$ cat config.mk
export PLATFORM = sky130hd
export DESIGN_NAME = std_timer
export DESIGN_NICKNAME = d
export VERILOG_FILES = /design/src/tmr_pkg.sv /design/src/std_timer.sv
export SDC_FILE = /design/constraint.sdc
export NUM_CORES = 1
export LEC_CHECK = 0
export ABC_AREA = 1
export BUFFER_PORTS_ARGS = -buffer_cell sky130_fd_sc_hd__buf_2
export CAP_MARGIN = 40
export CORE_ASPECT_RATIO = 0.75
export CORE_UTILIZATION = 55
export CTS_CLUSTER_SIZE = 40
export DETAILED_ROUTE_END_ITERATION = 16
export GPL_TIMING_DRIVEN = 0
export HOLD_SLACK_MARGIN = 0.1
export PLACE_DENSITY = 0.79
export RECOVER_POWER = 100
export SLEW_MARGIN = 40
export SYNTH_ARGS = -nofsm -noshare
export SYNTH_HDL_FRONTEND = slang
export SYNTH_SLANG_ARGS = --single-unit
$ cat constraint.sdc
create_clock -name mclk -period 4.5 [get_ports mclk]
set_clock_uncertainty 0.2 [all_clocks]
set_input_delay 0.9 -clock mclk [delete_from_list [all_inputs] [get_ports mclk]]
set_output_delay 0.9 -clock mclk [all_outputs]
set_load 0.03 [all_outputs]
$ cat src/tmr_pkg.sv
// Package for the 10-bit standard timer: register map, fields, modes.
// Assumes one 32-bit AXI4-Lite register bus and a single clock.
package tmr_pkg;

   // ************************************************************
   // Register map (byte addresses, one word per register)
   // ************************************************************
   localparam logic [7:0] ctrl0_addr      = 8'h00;
   localparam logic [7:0] ctrl1_addr      = 8'h04;
   localparam logic [7:0] cnt_low_addr    = 8'h08;
   localparam logic [7:0] cnt_high_addr   = 8'h0C;
   localparam logic [7:0] cmp_low_addr    = 8'h10;
   localparam logic [7:0] cmp_high_addr   = 8'h14;
   localparam logic [7:0] flags_addr      = 8'h18;

   localparam logic [7:0] ctrl0_reset     = 8'h00;
   localparam logic [7:0] ctrl1_reset     = 8'h00;
   localparam int         cnt_width       = 10;
   localparam int         coarse_lsb      = 7;
   localparam logic [1:0] axi_okay        = 2'b00;
   localparam logic [1:0] axi_slverr      = 2'b10;

   // ************************************************************
   // Field encodings
   // ************************************************************
   typedef enum logic [1:0] {
      mode_compare = 2'b00,
      mode_capture = 2'b01,
      mode_pwm     = 2'b10,
      mode_timer   = 2'b11
   } op_mode_e;

   typedef enum logic [2:0] {
      clk_sys_div4  = 3'b000,
      clk_sys       = 3'b001,
      clk_high_d16  = 3'b010,
      clk_high_d64  = 3'b011,
      clk_sub_a     = 3'b100,
      clk_sub_b     = 3'b101,
      clk_ext_rise  = 3'b110,
      clk_ext_fall  = 3'b111
   } clk_sel_e;

   localparam logic [1:0] act_none   = 2'b00;
   localparam logic [1:0] act_low    = 2'b01;
   localparam logic [1:0] act_high   = 2'b10;
   localparam logic [1:0] act_toggle = 2'b11;
   localparam logic [1:0] act_single = 2'b11;
   localparam logic [1:0] cap_rise   = 2'b00;
   localparam logic [1:0] cap_fall   = 2'b01;
   localparam logic [1:0] cap_both   = 2'b10;

   localparam logic [5:0] div4_last  = 6'h03;
   localparam logic [5:0] div16_last = 6'h0F;
   localparam logic [5:0] div64_last = 6'h3F;

   typedef struct packed {
      logic     count_hold_ctl;
      clk_sel_e count_clk_sel;
      logic     timer_run_ctl;
      logic [2:0] period_coarse_cmp;
   } ctrl0_s;

   typedef struct packed {
      op_mode_e   op_mode_sel;
      logic [1:0] pin_action_sel;
      logic       output_initial_level;
      logic       out_polarity;
      logic       duty_swap;
      logic       clear_source_sel;
   } ctrl1_s;

endpackage

$ cat src/std_timer.sv
// 10-bit standard timer core with AXI4-Lite register slave.
// Assumes high/sub clock ticks arrive as one-cycle enables on mclk; sys is mclk itself.
//
// Summary of operation
// - Ten-bit counter counts up once per selected timer clock tick.
// - Clock select picks sys/4, sys, high/16, high/64, sub, ext rise, ext fall.
// - Hold bit freezes counter; clearing resumes from retained value.
// - Run bit rising clears counter, then counting begins.
// - Run bit falling stops counting and keeps residual count.
// - Run rising forces pin to initial level in compare mode, its inverse in PWM mode.
// - Coarse value n matches counter bits 9..7, period n*128, zero 1024.
// - Fine compare is ten bits compared with whole counter.
// - Counter clears on overflow or selected match; a match, or overflow with clear source zero, raises request.
// - Software cannot load counter; run rising is its only software clear.
// - Compare low byte write goes only into shared holding buffer.
// - Compare high byte write also copies buffer into low byte.
// - High byte read returns high, captures paired low into buffer.
// - Low byte read returns holding buffer contents.
// - Inverted pin is always the inverse of timer output pin.
// - Compare mode match sets, clears or toggles output pin.
// - Single pulse mode uses external clock pin as trigger.
// - Capture input reacts to rising, falling or both edges.
// - Clear source zero: coarse period match clears counter.
// - Coarse value zero lets counter run to maximum and overflow.
// - Mode field: compare, capture, PWM/single pulse, timer.
// - Clear source one: fine compare match clears counter.
// - Initial level bit sets pre-match level or PWM active level.
`timescale 1ns/100ps
`default_nettype none

module std_timer
   import tmr_pkg::*;
(
   input  wire logic        mclk,
   input  wire logic        rst,
   input  wire logic        high_clk_tick,
   input  wire logic        sub_clk_tick,
   input  wire logic        ext_clock_pin,
   input  wire logic        capture_in_pin,
   input  wire logic [7:0]  s_axi_awaddr,
   input  wire logic        s_axi_awvalid,
   output logic             s_axi_awready,
   input  wire logic [31:0] s_axi_wdata,
   input  wire logic [3:0]  s_axi_wstrb,
   input  wire logic        s_axi_wvalid,
   output logic             s_axi_wready,
   output logic [1:0]       s_axi_bresp,
   output logic             s_axi_bvalid,
   input  wire logic        s_axi_bready,
   input  wire logic [7:0]  s_axi_araddr,
   input  wire logic        s_axi_arvalid,
   output logic             s_axi_arready,
   output logic [31:0]      s_axi_rdata,
   output logic [1:0]       s_axi_rresp,
   output logic             s_axi_rvalid,
   input  wire logic        s_axi_rready,
   output logic             timer_out_pin,
   output logic             timer_out_inv_pin,
   output logic             match_fine_irq,
   output logic             match_period_irq
);

   // ************************************************************
   // Registers
   // ************************************************************
   ctrl0_s                 ctrl0_q;
   ctrl1_s                 ctrl1_q;
   logic [cnt_width-1:0]   count_q;
   logic [cnt_width-1:0]   cmp_fine_q;
   logic [7:0]             hold_buf_q;
   logic                   flag_fine_q;
   logic                   flag_period_q;
   logic                   flag_cap_q;
   logic [cnt_width-1:0]   capture_q;
   logic                   run_prev_q;
   logic                   ext_prev_q;
   logic                   cap_prev_q;
   logic [5:0]             div_q;
   logic                   out_q;
   logic                   pulse_q;
   logic [7:0]             aw_addr_q;
   logic                   aw_have_q;
   logic [31:0]            w_data_q;
   logic [3:0]             w_strb_q;
   logic                   w_have_q;

   // ************************************************************
   // Timer clock selection
   // ************************************************************
   logic tick;
   logic run_rise;
   logic ext_rise;
   logic ext_fall;
   logic div_hit;
   logic counting;

   assign run_rise = ctrl0_q.timer_run_ctl & ~run_prev_q;
   assign ext_rise = ext_clock_pin & ~ext_prev_q;
   assign ext_fall = ~ext_clock_pin & ext_prev_q;

   // Prescaler runs off mclk (sys) or high_clk_tick and is shared by all taps
   always_ff @(posedge mclk or posedge rst) begin
      if (rst) begin
         div_q <= 6'h00;
      end else if (ctrl0_q.count_clk_sel == clk_sys_div4) begin
         div_q <= div_q + 6'h01;
      end else if (high_clk_tick) begin
         div_q <= div_q + 6'h01;
      end
   end

   always_comb begin
      div_hit = 1'b0;
      case (ctrl0_q.count_clk_sel)
         clk_sys_div4: div_hit = (div_q[1:0] == div4_last[1:0]);
         clk_high_d16: div_hit = high_clk_tick & (div_q[3:0] == div16_last[3:0]);
         clk_high_d64: div_hit = high_clk_tick & (div_q == div64_last);
         default:      div_hit = 1'b0;
      endcase
   end

   always_comb begin
      case (ctrl0_q.count_clk_sel)
         clk_sys_div4, clk_high_d16, clk_high_d64: tick = div_hit;
         clk_sys:                    tick = 1'b1;
         clk_sub_a, clk_sub_b:       tick = sub_clk_tick;
         clk_ext_rise:               tick = ext_rise;
         clk_ext_fall:               tick = ext_fall;
         default:                    tick = 1'b0;
      endcase
   end

   // ************************************************************
   // Counter and comparators
   // ************************************************************
   logic period_match;
   logic fine_match;
   logic overflow;
   logic pwm_mode;
   logic single_mode;

   assign pwm_mode    = (ctrl1_q.op_mode_sel == mode_pwm);
   assign single_mode = pwm_mode & (ctrl1_q.pin_action_sel == act_single);
   // Single pulse waits for the trigger; otherwise run and not held
   assign counting    = ctrl0_q.timer_run_ctl & ~ctrl0_q.count_hold_ctl
                        & (~single_mode | pulse_q) & tick;
   // Coarse zero never matches; clears happen by overflow instead
   assign period_match = counting & (ctrl0_q.period_coarse_cmp != 3'b000)
                         // Last count of block n-1, so the period is n whole blocks
                         & (count_q[cnt_width-1:coarse_lsb]
                            == ctrl0_q.period_coarse_cmp - 3'b001)
                         & (count_q[coarse_lsb-1:0] == '1);
   assign fine_match   = counting & (count_q == cmp_fine_q);
   assign overflow     = counting & (count_q == '1);

   always_ff @(posedge mclk or posedge rst) begin
      if (rst) begin
         run_prev_q <= 1'b0;
         ext_prev_q <= 1'b0;
         cap_prev_q <= 1'b0;
      end else begin
         run_prev_q <= ctrl0_q.timer_run_ctl;
         ext_prev_q <= ext_clock_pin;
         cap_prev_q <= capture_in_pin;
      end
   end

   always_ff @(posedge mclk or posedge rst) begin
      if (rst) begin
         count_q <= '0;
      end else if (run_rise) begin
         count_q <= '0;
      end else if (counting) begin
         if ((ctrl1_q.clear_source_sel && fine_match)
             || (!ctrl1_q.clear_source_sel && period_match)) begin
            count_q <= '0;
         end else begin
            count_q <= count_q + 1'b1;
         end
      end
   end

   // Set wins over a same-cycle software clear
   logic       cap_evt;
   logic [2:0] flag_clr;
   always_ff @(posedge mclk or posedge rst) begin
      if (rst) begin
         flag_fine_q   <= 1'b0;
         flag_period_q <= 1'b0;
         flag_cap_q    <= 1'b0;
      end else begin
         flag_fine_q   <= fine_match | cap_evt | (flag_fine_q & ~flag_clr[0]);
         flag_period_q <= (period_match | (overflow & ~ctrl1_q.clear_source_sel))
                          | (flag_period_q & ~flag_clr[1]);
         flag_cap_q    <= cap_evt | (flag_cap_q & ~flag_clr[2]);
      end
   end

   always_ff @(posedge mclk or posedge rst) begin
      if (rst) begin
         match_fine_irq   <= 1'b0;
         match_period_irq <= 1'b0;
      end else begin
         match_fine_irq   <= flag_fine_q;
         match_period_irq <= flag_period_q;
      end
   end

   // ************************************************************
   // Capture input
   // ************************************************************
   always_comb begin
      cap_evt = 1'b0;
      if (ctrl1_q.op_mode_sel == mode_capture && ctrl0_q.timer_run_ctl) begin
         case (ctrl1_q.pin_action_sel)
            cap_rise: cap_evt = capture_in_pin & ~cap_prev_q;
            cap_fall: cap_evt = ~capture_in_pin & cap_prev_q;
            cap_both: cap_evt = capture_in_pin ^ cap_prev_q;
            default:  cap_evt = 1'b0;
         endcase
      end
   end

   always_ff @(posedge mclk or posedge rst) begin
      if (rst) begin
         capture_q <= '0;
      end else if (cap_evt) begin
         capture_q <= count_q;
      end
   end

   // ************************************************************
   // Output pin
   // ************************************************************
   always_ff @(posedge mclk or posedge rst) begin
      if (rst) begin
         pulse_q <= 1'b0;
      end else if (run_rise || !ctrl0_q.timer_run_ctl) begin
         pulse_q <= 1'b0;
      end else if (single_mode && ext_rise) begin
         pulse_q <= 1'b1;
      end else if (single_mode && fine_match) begin
         pulse_q <= 1'b0;
      end
   end

   always_ff @(posedge mclk or posedge rst) begin
      if (rst) begin
         out_q <= 1'b0;
      end else if (run_rise && ctrl1_q.op_mode_sel != mode_timer
                   && ctrl1_q.op_mode_sel != mode_capture) begin
         out_q <= pwm_mode ? ~ctrl1_q.output_initial_level
                           : ctrl1_q.output_initial_level;
      end else if (ctrl1_q.op_mode_sel == mode_compare && fine_match) begin
         case (ctrl1_q.pin_action_sel)
            act_low:    out_q <= 1'b0;
            act_high:   out_q <= 1'b1;
            act_toggle: out_q <= ~out_q;
            default:    out_q <= out_q;
         endcase
      end else if (pwm_mode) begin
         case (ctrl1_q.pin_action_sel)
            act_none:   out_q <= ~ctrl1_q.output_initial_level;
            act_low:    out_q <= ctrl1_q.output_initial_level;
            act_high:   out_q <= ((count_q < cmp_fine_q) ~^ ctrl1_q.output_initial_level);
            default:    out_q <= pulse_q ~^ ctrl1_q.output_initial_level;
         endcase
      end
   end

   always_ff @(posedge mclk or posedge rst) begin
      if (rst) begin
         timer_out_pin     <= 1'b0;
         timer_out_inv_pin <= 1'b1;
      end else begin
         timer_out_pin     <= out_q ^ ctrl1_q.out_polarity;
         timer_out_inv_pin <= ~(out_q ^ ctrl1_q.out_polarity);
      end
   end

   // ************************************************************
   // AXI4-Lite slave
   // ************************************************************
   logic wr_go;
   logic rd_go;
   assign wr_go = aw_have_q & w_have_q & ~s_axi_bvalid;
   assign rd_go = s_axi_arvalid & s_axi_arready;

   always_ff @(posedge mclk or posedge rst) begin
      if (rst) begin
         aw_have_q     <= 1'b0;
         w_have_q      <= 1'b0;
         aw_addr_q     <= 8'h00;
         w_data_q      <= 32'h0000_0000;
         w_strb_q      <= 4'h0;
         s_axi_awready <= 1'b1;
         s_axi_wready  <= 1'b1;
         s_axi_bvalid  <= 1'b0;
         s_axi_bresp   <= axi_okay;
      end else begin
         if (s_axi_awvalid && s_axi_awready) begin
            aw_addr_q     <= s_axi_awaddr;
            aw_have_q     <= 1'b1;
            s_axi_awready <= 1'b0;
         end
         if (s_axi_wvalid && s_axi_wready) begin
            w_data_q     <= s_axi_wdata;
            w_strb_q     <= s_axi_wstrb;
            w_have_q     <= 1'b1;
            s_axi_wready <= 1'b0;
         end
         if (wr_go) begin
            aw_have_q    <= 1'b0;
            w_have_q     <= 1'b0;
            s_axi_bvalid <= 1'b1;
            s_axi_bresp  <= (aw_addr_q > flags_addr || aw_addr_q[1:0] != 2'b00
                             || aw_addr_q == cnt_low_addr || aw_addr_q == cnt_high_addr)
                            ? axi_slverr : axi_okay;
         end
         if (s_axi_bvalid && s_axi_bready) begin
            s_axi_bvalid  <= 1'b0;
            s_axi_awready <= 1'b1;
            s_axi_wready  <= 1'b1;
         end
      end
   end

   logic wr_lane0;
   assign wr_lane0 = wr_go & w_strb_q[0];
   assign flag_clr = (wr_lane0 && aw_addr_q == flags_addr) ? w_data_q[2:0] : 3'b000;

   always_ff @(posedge mclk or posedge rst) begin
      if (rst) begin
         ctrl0_q    <= ctrl0_reset;
         ctrl1_q    <= ctrl1_reset;
         cmp_fine_q <= '0;
      end else if (wr_lane0) begin
         case (aw_addr_q)
            ctrl0_addr:    ctrl0_q <= w_data_q[7:0];
            ctrl1_addr:    ctrl1_q <= w_data_q[7:0];
            cmp_high_addr: cmp_fine_q <= {w_data_q[1:0], hold_buf_q};
            default:       ctrl0_q <= ctrl0_q;
         endcase
      end
   end

   // Shared low-byte buffer; wrong access order corrupts it by design
   always_ff @(posedge mclk or posedge rst) begin
      if (rst) begin
         hold_buf_q <= 8'h00;
      end else if (wr_lane0 && aw_addr_q == cmp_low_addr) begin
         hold_buf_q <= w_data_q[7:0];
      end else if (rd_go && s_axi_araddr == cnt_high_addr) begin
         hold_buf_q <= count_q[7:0];
      end else if (rd_go && s_axi_araddr == cmp_high_addr) begin
         hold_buf_q <= cmp_fine_q[7:0];
      end
   end

   logic [31:0] rd_word;
   always_comb begin
      rd_word = 32'h0000_0000;
      case (s_axi_araddr)
         ctrl0_addr:    rd_word[7:0] = ctrl0_q;
         ctrl1_addr:    rd_word[7:0] = ctrl1_q;
         cnt_low_addr:  rd_word[7:0] = hold_buf_q;
         cnt_high_addr: rd_word[1:0] = count_q[9:8];
         cmp_low_addr:  rd_word[7:0] = hold_buf_q;
         cmp_high_addr: rd_word[1:0] = cmp_fine_q[9:8];
         flags_addr:    rd_word = {6'h00, capture_q, 13'h0000, flag_cap_q,
                                   flag_period_q, flag_fine_q};
         default:       rd_word = 32'h0000_0000;
      endcase
   end

   always_ff @(posedge mclk or posedge rst) begin
      if (rst) begin
         s_axi_arready <= 1'b1;
         s_axi_rvalid  <= 1'b0;
         s_axi_rdata   <= 32'h0000_0000;
         s_axi_rresp   <= axi_okay;
      end else if (rd_go) begin
         s_axi_arready <= 1'b0;
         s_axi_rvalid  <= 1'b1;
         s_axi_rdata   <= rd_word;
         s_axi_rresp   <= (s_axi_araddr > flags_addr || s_axi_araddr[1:0] != 2'b00)
                          ? axi_slverr : axi_okay;
      end else if (s_axi_rvalid && s_axi_rready) begin
         s_axi_rvalid  <= 1'b0;
         s_axi_arready <= 1'b1;
      end
   end

   // ************************************************************
   // Checks
   // ************************************************************
   property p_run_clear;
      @(posedge mclk) disable iff (rst) run_rise |=> (count_q == '0);
   endproperty
   a_run_clear: assert property (p_run_clear) else $error("Run rise did not clear");

   property p_hold;
      @(posedge mclk) disable iff (rst)
         (ctrl0_q.count_hold_ctl && !run_rise) |=> (count_q == $past(count_q));
   endproperty
   a_hold: assert property (p_hold) else $error("Counter moved while held");

   property p_inv;
      @(posedge mclk) disable iff (rst) timer_out_inv_pin == ~timer_out_pin;
   endproperty
   a_inv: assert property (p_inv) else $error("Inverted pin mismatch");

   property p_fine_flag;
      @(posedge mclk) disable iff (rst) fine_match |=> flag_fine_q ##1 match_fine_irq;
   endproperty
   a_fine_flag: assert property (p_fine_flag) else $error("Fine flag missing");

   property p_fine_clear;
      @(posedge mclk) disable iff (rst)
         (fine_match && ctrl1_q.clear_source_sel && !run_rise) |=> (count_q == '0);
   endproperty
   a_fine_clear: assert property (p_fine_clear) else $error("Fine match no clear");

   property p_period_clear;
      @(posedge mclk) disable iff (rst)
         (period_match && !ctrl1_q.clear_source_sel && !run_rise) |=> (count_q == '0);
   endproperty
   a_period_clear: assert property (p_period_clear) else $error("Period no clear");

   property p_cmp_write;
      @(posedge mclk) disable iff (rst)
         (wr_lane0 && aw_addr_q == cmp_high_addr)
            |=> (cmp_fine_q[7:0] == $past(hold_buf_q));
   endproperty
   a_cmp_write: assert property (p_cmp_write) else $error("Buffer not copied");

   property p_low_write;
      @(posedge mclk) disable iff (rst)
         (wr_lane0 && aw_addr_q == cmp_low_addr) |=> $stable(cmp_fine_q);
   endproperty
   a_low_write: assert property (p_low_write) else $error("Low write hit register");

   property p_period_point;
      @(posedge mclk) disable iff (rst)
         period_match |-> (count_q + 1'b1 == {ctrl0_q.period_coarse_cmp, {coarse_lsb{1'b0}}});
   endproperty
   a_period_point: assert property (p_period_point) else $error("Period match off end");

endmodule

`default_nettype wire

---- Yosys cells after proc, flatten, opt, wreduce, memory -nomap -nowiden ----
Cells that the tools add are included.
word-level totals
  RAM bits ................................ 0
  logic and storage cells ................. 220
  bits of input ports ..................... 63
  latch bits .............................. 0
  ROM bits ................................ 0
  register bits ........................... 132
  memories ................................ 0
  output and inout port bits .............. 45
operators by class
  shift-type cells ........................ 0
  equal/unequal tests ..................... 34
  order comparisons ....................... 3
  div/mod/pow operators ................... 0
  reductions and logical operators ........ 50
  $add $sub $neg .......................... 3
  $mul .................................... 0
  mux-type cells .......................... 41
  bitwise operators ....................... 49
operators by type and width
  operator               number
  $eq 8x5->1 const B     6
  $eq 8x4->1 const B     4
  $mux 10                3
  $and 1x1->1            24
  $mux 8                 3
  $pmux 6 s4             1
  $mux 1                 22
  $reduce_bool 2->1      10
  $mux 18                1
  $eq 8x3->1 const B     2
  $gt 8x5->1 const B     2
  $logic_and 1x1->1      16
  $logic_not 8->1        2
  $not 1->1              15
  $eq 3x3->1 const B     4
  $mux 6                 2
  $pmux 1 s3             4
  $pmux 2 s6             1
  $reduce_bool 3->1      4
  $add 10x1->10 const B  1
  $eq 10x10->1           1
  $eq 10x10->1 const B   1
  $lt 10x10->1           1
  $eq 2x2->1 const B     4
  other kinds (25)       46

---- Logic depth before layout (Yosys ltp) ----
Gate-level depths: netlist (run 1).
  depth after elaboration ................. 14
  gate-level depth with buffers ........... 15
  mapped depth without buffers ............ 15

---- Least setup slack after synthesis (run 1) ----
OpenSTA, ideal clock, no wires.
  kind .................................... input -> register
  from .................................... input capture_in_pin
  to ...................................... register capture_q[0]
  data required time ...................... 4.170 ns
  setup slack ............................. 2.216 ns
  stages on the path ...................... 7
  path buffers ............................ 1
  arrival time ............................ 1.954 ns
  path through ............................ inv_1 > ha_1 > o311ai_1 > nand4_1 > clkbuf_1 > nand2_1 > o21ai_1
between the ends
  longest elaborated chain between the ends .. 4
  elaborated cells on any way between the ends .. 6
  classes of those cells .................. mux: 2; bitwise: 4
RTL lines
  item                  RTL line          source
  start, declared       std_timer.sv:39   input wire logic capture_in_pin,
  $not 1->1             std_timer.sv:217  cap_fall: cap_evt = ~capture_in_pin & cap_prev_q;
  $and 1x1->1           std_timer.sv:217
  $pmux 1 s3 *          std_timer.sv:215  case (ctrl1_q.pin_action_sel)
  $mux 1 *              std_timer.sv:214  if (ctrl1_q.op_mode_sel == mode_capture && ctrl0_q.timer_run_ctl) begin
  end signal, assigned  std_timer.sv:228  capture_q <= count_q;
  end, declared         std_timer.sv:74   logic [cnt_width-1:0] capture_q;
Every way passes the cells marked *; elsewhere a longest branch is shown, timed or not.
A chain may end at the register's enable or synchronous reset.

---- Worst setup path in the final report (run 1) ----
  from .................................... input s_axi_araddr[1]
  to ...................................... register hold_buf_q[6]
between the ends
  longest elaborated chain between the ends .. 4
  elaborated cells on any way between the ends .. 7
  classes of those cells .................. eq/ne: 2; mux: 2; reduce/logical: 3
RTL lines
  item                  RTL line          source
  start, declared       std_timer.sv:50   input wire logic [7:0] s_axi_araddr,
  $eq 8x4->1            std_timer.sv:353  end else if (rd_go && s_axi_araddr == cnt_high_addr) begin
  $logic_and 1x1->1     std_timer.sv:353
  $mux 8                std_timer.sv:353
  $mux 8                std_timer.sv:351  end else if (wr_lane0 && aw_addr_q == cmp_low_addr) begin
  end signal, assigned  std_timer.sv:352  hold_buf_q <= w_data_q[7:0];
  end signal, assigned  std_timer.sv:354  hold_buf_q <= count_q[7:0];
  end signal, assigned  std_timer.sv:356  hold_buf_q <= cmp_fine_q[7:0];
  end, declared         std_timer.sv:70   logic [7:0] hold_buf_q;
Parallel ways exist; a longest one is shown, timed or not.

==> summary.txt, run 1 <==
Run status
  • Run status: complete, but fails checks
  • Failing checks: capacitance limit, slew limit

Worst setup path
  • Worst-path maximum fanout: 10
  • Crit path arrival time: 2.67 ns
  • Critical Path Start Type: input port
  • Category of the critical setup timing path: in2reg
  • Most frequent cell on the critical path: nand3_1
  • Type of element capturing the critical path: flop
  • Cell-by-cell listing of the critical path: buf_2, nor2_1, nand3_1, nor3_2, inv_2, nand3_1, clkbuf_1, o21ai_0
  • Endpoint required time on the critical path: 4.57 ns
  • Slowest cell delay on critical path: 0.43 ns
  • Reg-to-Reg Start: aw_addr_q[0]
  • Slowest-stage cell, CP: clkbuf_1
  • CP bufs+invs: 3
  • Launching element of the worst setup path: s_axi_araddr[1]
  • Cell family with most CP delay: simple AND/OR/NAND/NOR gates

Place
  • Final Wtd Congestion: 0.8666
  • Placed cell count: 943
  • HPWL reported at the end of detailed placement: 10680 um
  • Number of buffer cells added on primary ports: 64

Clock tree
  • Reg clk slew, reported paths: 0.05 ns
  • Number of H-tree branching levels: 4
  • Sinks on Clock Net: 116
  • Clock buffer count from CTS: 17
  • Post-CTS Repair Setup Buffers: 0
  • # hold bufs at CTS: 0
  • Insertion delay of the later-clocked pin in the worst-skew pair: 0.41 ns
  • Resized cells post-CTS: 0
  • Clock Root Buffer: clkbuf_16
  • CTS tree: yes
  • Maximum root-to-sink buffer count: 2

Drt
  • Routed wirelength normalized by instance count: 15.18 um
  • Drt via density: 5.268
  • Overall routed net length: 14800 um
  • Residual DRC count: 0
  • DRT Pass-1 Iters: 5
  • DR iter-0 viols: 376
  • Number of vias after detailed routing: 5136
  • Number of nets with antenna violations after detailed routing: 0

Floorplanning
  • Initial standard-cell utilization of the core: 57.25%
  • Die area: 11220 um2
  • Top Ports: 108
  • Area of the core: 10370 um2
  • Die height: 91.98 um
  • Die boundary width: 122.0 um
  • Number of placement rows: 32

STA
  • RSZ-0062 raised after global routing: no
  • Final-report max-slew violation count: 44
  • Fin Hold WS: 0.2134 ns
  • Worst-margin pin slew: 1.960 ns
  • Upper clock frequency limit: 384.5 MHz
  • Share of the clock period used by the worst path: 57.80%
  • Final setup fails: 0
  • Final Hold Violating Endpoints: 0
  • Remaining max-slew budget at the tightest pin: -31.40%
  • Minimum clock period after layout: 2.601 ns

Synthesis
  • Cells after Synth: 727
  • Synth Cell Area: 5937 um2
  • Count of state elements after synthesis: 116
  • Share of synthesized area occupied by flip-flops and latches: 48.98%
  • Count of unique library cells instantiated by Yosys: 46
  • Number of warnings printed during yosys synthesis: 0
  • Average size of a mapped cell: 8.166 um2

Cells and area
  • Post-route insts no fill: 975
  • Most frequent cells in the layout: nand2_1, dfrtp_1, o21ai_0
  • Commonest non-fill, non-tap cell in the layout: nand2_1
  • Count of nets after finishing: 905
  • Area overhead of the layout relative to synthesis: 17.74%
  • Total inserted antenna cells: 0
  • Fraction of layout instances using a drive strength above 1: 14.18%

Global routing
  • Global-route wire length before repair: 24580 um
  • Grt total ovfl: 0
  • Vias in the first global route: 5023
  • Maximum number of pins on one net before global-route repair: 74
  • Initial antenna violation count: 0
  • Global-route total usage across every layer: 29.02%

Power
  • Maximum ir drop on the vdd rail: 348.4 uV
  • Total leakage power: 3.388 nW
  • Design Power: 3.825 mW
  • Power per cell area: 547.1 nW/um2

Hold path
  • Worst min-delay path class: reg2reg
  • Launch point of the worst hold path: flag_fine_q

Job
  • Max-cap viol count: 1
==> through the flow <==
step | TNS [ns] | instance area (um2) | util [%] | worst slack (ns)
after floorplan | 0 | 5993 | - | 0.3342
after detailed placement | 0 | 6519 | 62.86 | 1.752
after CTS | 0 | 7131 | 68.76 | 2.170
final | 0 | 6990 | 67.41 | 1.899
after global placement | -97.30 | 6484 | 62.52 | -0.8760
after global routing | 0 | 6990 | 67.41 | 1.686
==> cells by family (layout without fill, tap and decap cells) <==
group | Yosys count | count (layout) | share of synthesized area (%)
adder cells (fa/ha/maj) | 16 | 16 | 3.372
multiplexers | 1 | 1 | 0.1897
XOR/XNOR | 13 | 13 | 1.918
AND/OR/NAND/NOR | 323 | 323 | 24.40
buffers and inverters | 129 | 226 | 9.463
AO/OA/AOI/OAI | 128 | 128 | 11.61
flip-flops | 116 | 116 | 48.98
other | 1 | 16 | 0.06316
==> synthesized netlist by cell type, drive strengths merged <==
library cell    n  area share, %
o21bai          1           0.13
o211ai          1           0.13
dfstp           4            1.8
a21oi          15            1.3
buf            22            2.7
xor2           10            1.5
a41oi           1           0.15
a22oi           1           0.13
xnor2           3           0.44
clkbuf         10           0.63
nor3b           1           0.21
mux2            1           0.19
conb            1          0.063
a31oi           2           0.21
ha             16            3.4
o311ai          2           0.30
nor3            9            1.4
clkinv          2           0.13
inv            95            6.0
or2             2           0.21
o22ai           1           0.11
a21o            2           0.25
o31ai           2           0.34
dfrtp         112             47
nand3          30            2.9
o21ai         100            8.6
nand4           6           0.74
nand2         216             14
nor2           54            3.9
nand3b          4           0.51
nor4            1           0.21
==> layer usage <==
layer | wire length [um] | global-route usage (%) | up-vias
met5 | 0 | 0 | -
li1 | - | - | 2485
met2 | 6647 | 45.53 | 187
met3 | 1171 | 8.458 | 29
met4 | 205 | 8.128 | 0
met1 | 6775 | 39.06 | 2435
==> layout make-up <==
type                            instances  area (um2)
Inverter                               97       365.4
Clock buffer                           22       484.2
Timing Repair Buffer                   65       305.3
Multi-Input combinational cell        497        2446
Sequential cell                       116        2908
Tap cell                              136       170.2
Clock inverter                         10       127.6
Fill cell                             879        3379
Buffer                                 32       183.9
==> worst register-to-register path: cells and delay by family, from the launching register on <==
kind | cells | cell delay [ns]
AND/OR/NAND/NOR | 5 | 1.58
flip-flops | 1 | 0.38
AO/OA/AOI/OAI | 2 | 0.23
buffers and inverters | 1 | 0.14
==> final timing paths <==
check	end	slack (ns)	cells past startpoint
max	hold_buf_q[6]	1.90	8
min	match_fine_irq	0.21	0
max reg2reg	hold_buf_q[4]	1.90	8
min reg2reg	match_fine_irq	0.21	0
max in group asynchronous	s_axi_wready	2.25	3
min in group asynchronous	timer_out_pin	0.79	2
==> registers in the layout, summed over array words and instances (netlist names), 6 cells and up <==
name / cells
s_axi_rdata: 18
capture_q: 10
cmp_fine_q: 10
count_q: 10
aw_addr_q: 8
ctrl0_q: 8
ctrl1_q: 8
hold_buf_q: 8
w_data_q: 8
div_q: 6
==> power breakdown <==
part	switching (mW)	internal, mW	total [mW]
Sequential	0.209	1.30	1.51
Clock	0.464	0.922	1.39
Combinational	0.640	0.289	0.929
Total	1.31	2.51	3.82
Power figures use the tool's default switching activity.
==> run 2: changes to the inputs <==
==> constraint.sdc (replaced) <==
create_clock -name mclk -period 2.4 [get_ports mclk]
set_clock_uncertainty 0.2 [all_clocks]
set_input_delay 0.48 -clock mclk [delete_from_list [all_inputs] [get_ports mclk]]
set_output_delay 0.48 -clock mclk [all_outputs]
set_load 0.03 [all_outputs]
==> summary.txt, run 2 (synthesis results as in run 1) <==
Worst setup path
  • Reg2Reg Setup Slack: 0.15 ns
  • Crit path arrival time: 2.35 ns
  • Worst reg2reg path endpoint: count_q[9]
  • Type of element capturing the critical path: flop
  • R2r worst-path depth: 11
  • Critical Path Start Type: flop
  • Reg-to-Reg Start: count_q[9]
  • Capture point of the worst path: count_q[9]
  • Category of the critical setup timing path: reg2reg
  • Launching element of the worst setup path: count_q[9]
  • Endpoint required time on the critical path: 2.50 ns
  • Worst-path maximum fanout: 8

Power
  • Total leakage power: 3.499 nW
  • Design Power: 7.250 mW
  • Power per cell area: 994.4 nW/um2
  • Maximum ir drop on the vdd rail: 554.9 uV

STA
  • Fin Hold WS: 0.1049 ns
  • Final-report max-slew violation count: 0
  • Upper clock frequency limit: 444.9 MHz
  • Min setup slack post-route: 0.1523 ns
  • Minimum clock period after layout: 2.248 ns
  • Final setup fails: 0
  • Share of the clock period used by the worst path: 93.65%
  • Remaining max-slew budget at the tightest pin: 50.69%
  • Worst-margin pin slew: 0.7356 ns
  • RSZ-0062 raised after global routing: no
  • Final Hold Violating Endpoints: 0

Cells and area
  • Commonest non-fill, non-tap cell in the layout: nand2_1
  • Largest register FFs: 18
  • Combined flip-flop and latch cell area: 2910 um2
  • Area overhead of the layout relative to synthesis: 22.80%
  • Reg with most FFs: s_axi_rdata
  • Total inserted antenna cells: 0
  • Final standard cell area without fillers: 7291 um2
  • Area of the multi-input gates: 2502 um2
  • Layout Utilization: 70.31%
  • Filler cell count: 823
  • Count of nets after finishing: 932
  • Fraction of layout instances using a drive strength above 1: 15.94%
  • Most frequent cells in the layout: nand2_1, dfrtp_1, o21ai_0

Place
  • Final Wtd Congestion: 0.8853
  • HPWL reported at the end of detailed placement: 10740 um
  • Pre-CTS setup slack: 0.01428 ns
  • Number of buffer cells added on primary ports: 64
  • Total placed instance area: 6618 um2

Floorplanning
  • Area of the core: 10370 um2
  • Number of placement rows: 32
  • Die height: 91.98 um
  • Initial standard-cell utilization of the core: 57.25%
  • Die area: 11220 um2
  • Top Ports: 108
  • Die boundary width: 122.0 um

Hold path
  • Launch point of the worst hold path: s_axi_wdata[1]
  • Worst min-delay path class: in2reg

Clock tree
  • CTS tree: yes
  • Reg clk slew, reported paths: 0.05 ns
  • Insertion delay of the later-clocked pin in the worst-skew pair: 0.42 ns
  • Clock buffer count from CTS: 17
  • Maximum root-to-sink buffer count: 2
  • Sinks on Clock Net: 116
  • Clock Root Buffer: clkbuf_16
  • Number of H-tree branching levels: 4

Global routing
  • Grt total ovfl: 0
  • Maximum number of pins on one net before global-route repair: 29
  • Vias in the first global route: 5090
  • Initial antenna violation count: 0
  • Global-route wire length before repair: 24650 um
  • Global-route total usage across every layer: 29.40%

Drt
  • Number of vias after detailed routing: 5311
  • Number of nets with antenna violations after detailed routing: 0
  • Overall routed net length: 15320 um
  • Drt via density: 5.300
  • Routed wirelength normalized by instance count: 15.29 um
  • DRT Pass-1 Iters: 5
  • DR iter-0 viols: 464
  • Residual DRC count: 0

Job
  • Max-cap viol count: 0

Run status
  • Run status: completed
-- run 2: worst min path at each step --
stage | slack [ns] | depth (start not counted) | to
2_1_floorplan | 0.17 | 0 | match_fine_irq
3_3_place_gp | 0.20 | 0 | match_fine_irq
3_5_place_dp | 0.21 | 0 | match_fine_irq
4_1_cts | 0.11 | 3 | w_data_q[1]
5_1_grt | 0.12 | 3 | w_data_q[1]
6_report | 0.10 | 3 | w_data_q[1]
-- run 2: where the power goes --
part | internal [mW] | switching, mW | total (mW)
Clock | 1.62 | 0.919 | 2.54
Combinational | 0.631 | 1.24 | 1.87
Sequential | 2.43 | 0.401 | 2.83
-- run 2: layout make-up --
cell class                      count  share of cell area, %
Timing Repair Buffer               92                  7.603
Inverter                           97                  5.011
Clock buffer                       19                  5.938
Multi-Input combinational cell    497                  34.32
Buffer                             32                  2.677
Sequential cell                   116                  39.92
Clock inverter                     13                  2.197
Tap cell                          136                  2.334
-- run 2: worst max-delay path, cell delays in order (launching register included) --
cell	delay (ns)
dfrtp_2	0.47
ha_1	0.33
nand2_1	0.11
nor2_4	0.15
nand3_2	0.09
nor2_4	0.16
clkbuf_4	0.15
nand2_2	0.07
nand2_1	0.08
nand2_2	0.13
nand2_2	0.13
nor2_1	0.06
-- run 2: metrics by stage --
| stage | instances | setup TNS (ns) |
|---|---|---|
| floorplan | 742 | 0 |
| global placement | 942 | -40.92 |
| detailed placement | 947 | 0 |
| CTS | 1001 | 0 |
| global route | 1002 | 0 |
| finish | 1002 | 0 |
-- run 2: metal layers --
layer  vias to the layer above  track usage, %  part of all wire (%)
met1                      2527           38.31                    45
met3                        28           9.328                   7.9
met5                         -               0                     0
met2                       212           46.00                    45
li1                       2544               -                     -
met4                         0           10.39                   1.7
-- run 2: repair_timing --
item | 4_1_cts | 5_1_grt
hold endpoints to repair | 34 | 0
buffers inserted | 0 | 1
hold buffers | 22 | 0
gates resized for setup | 0 | 7
endpoints found under the setup margin | 0 | 11
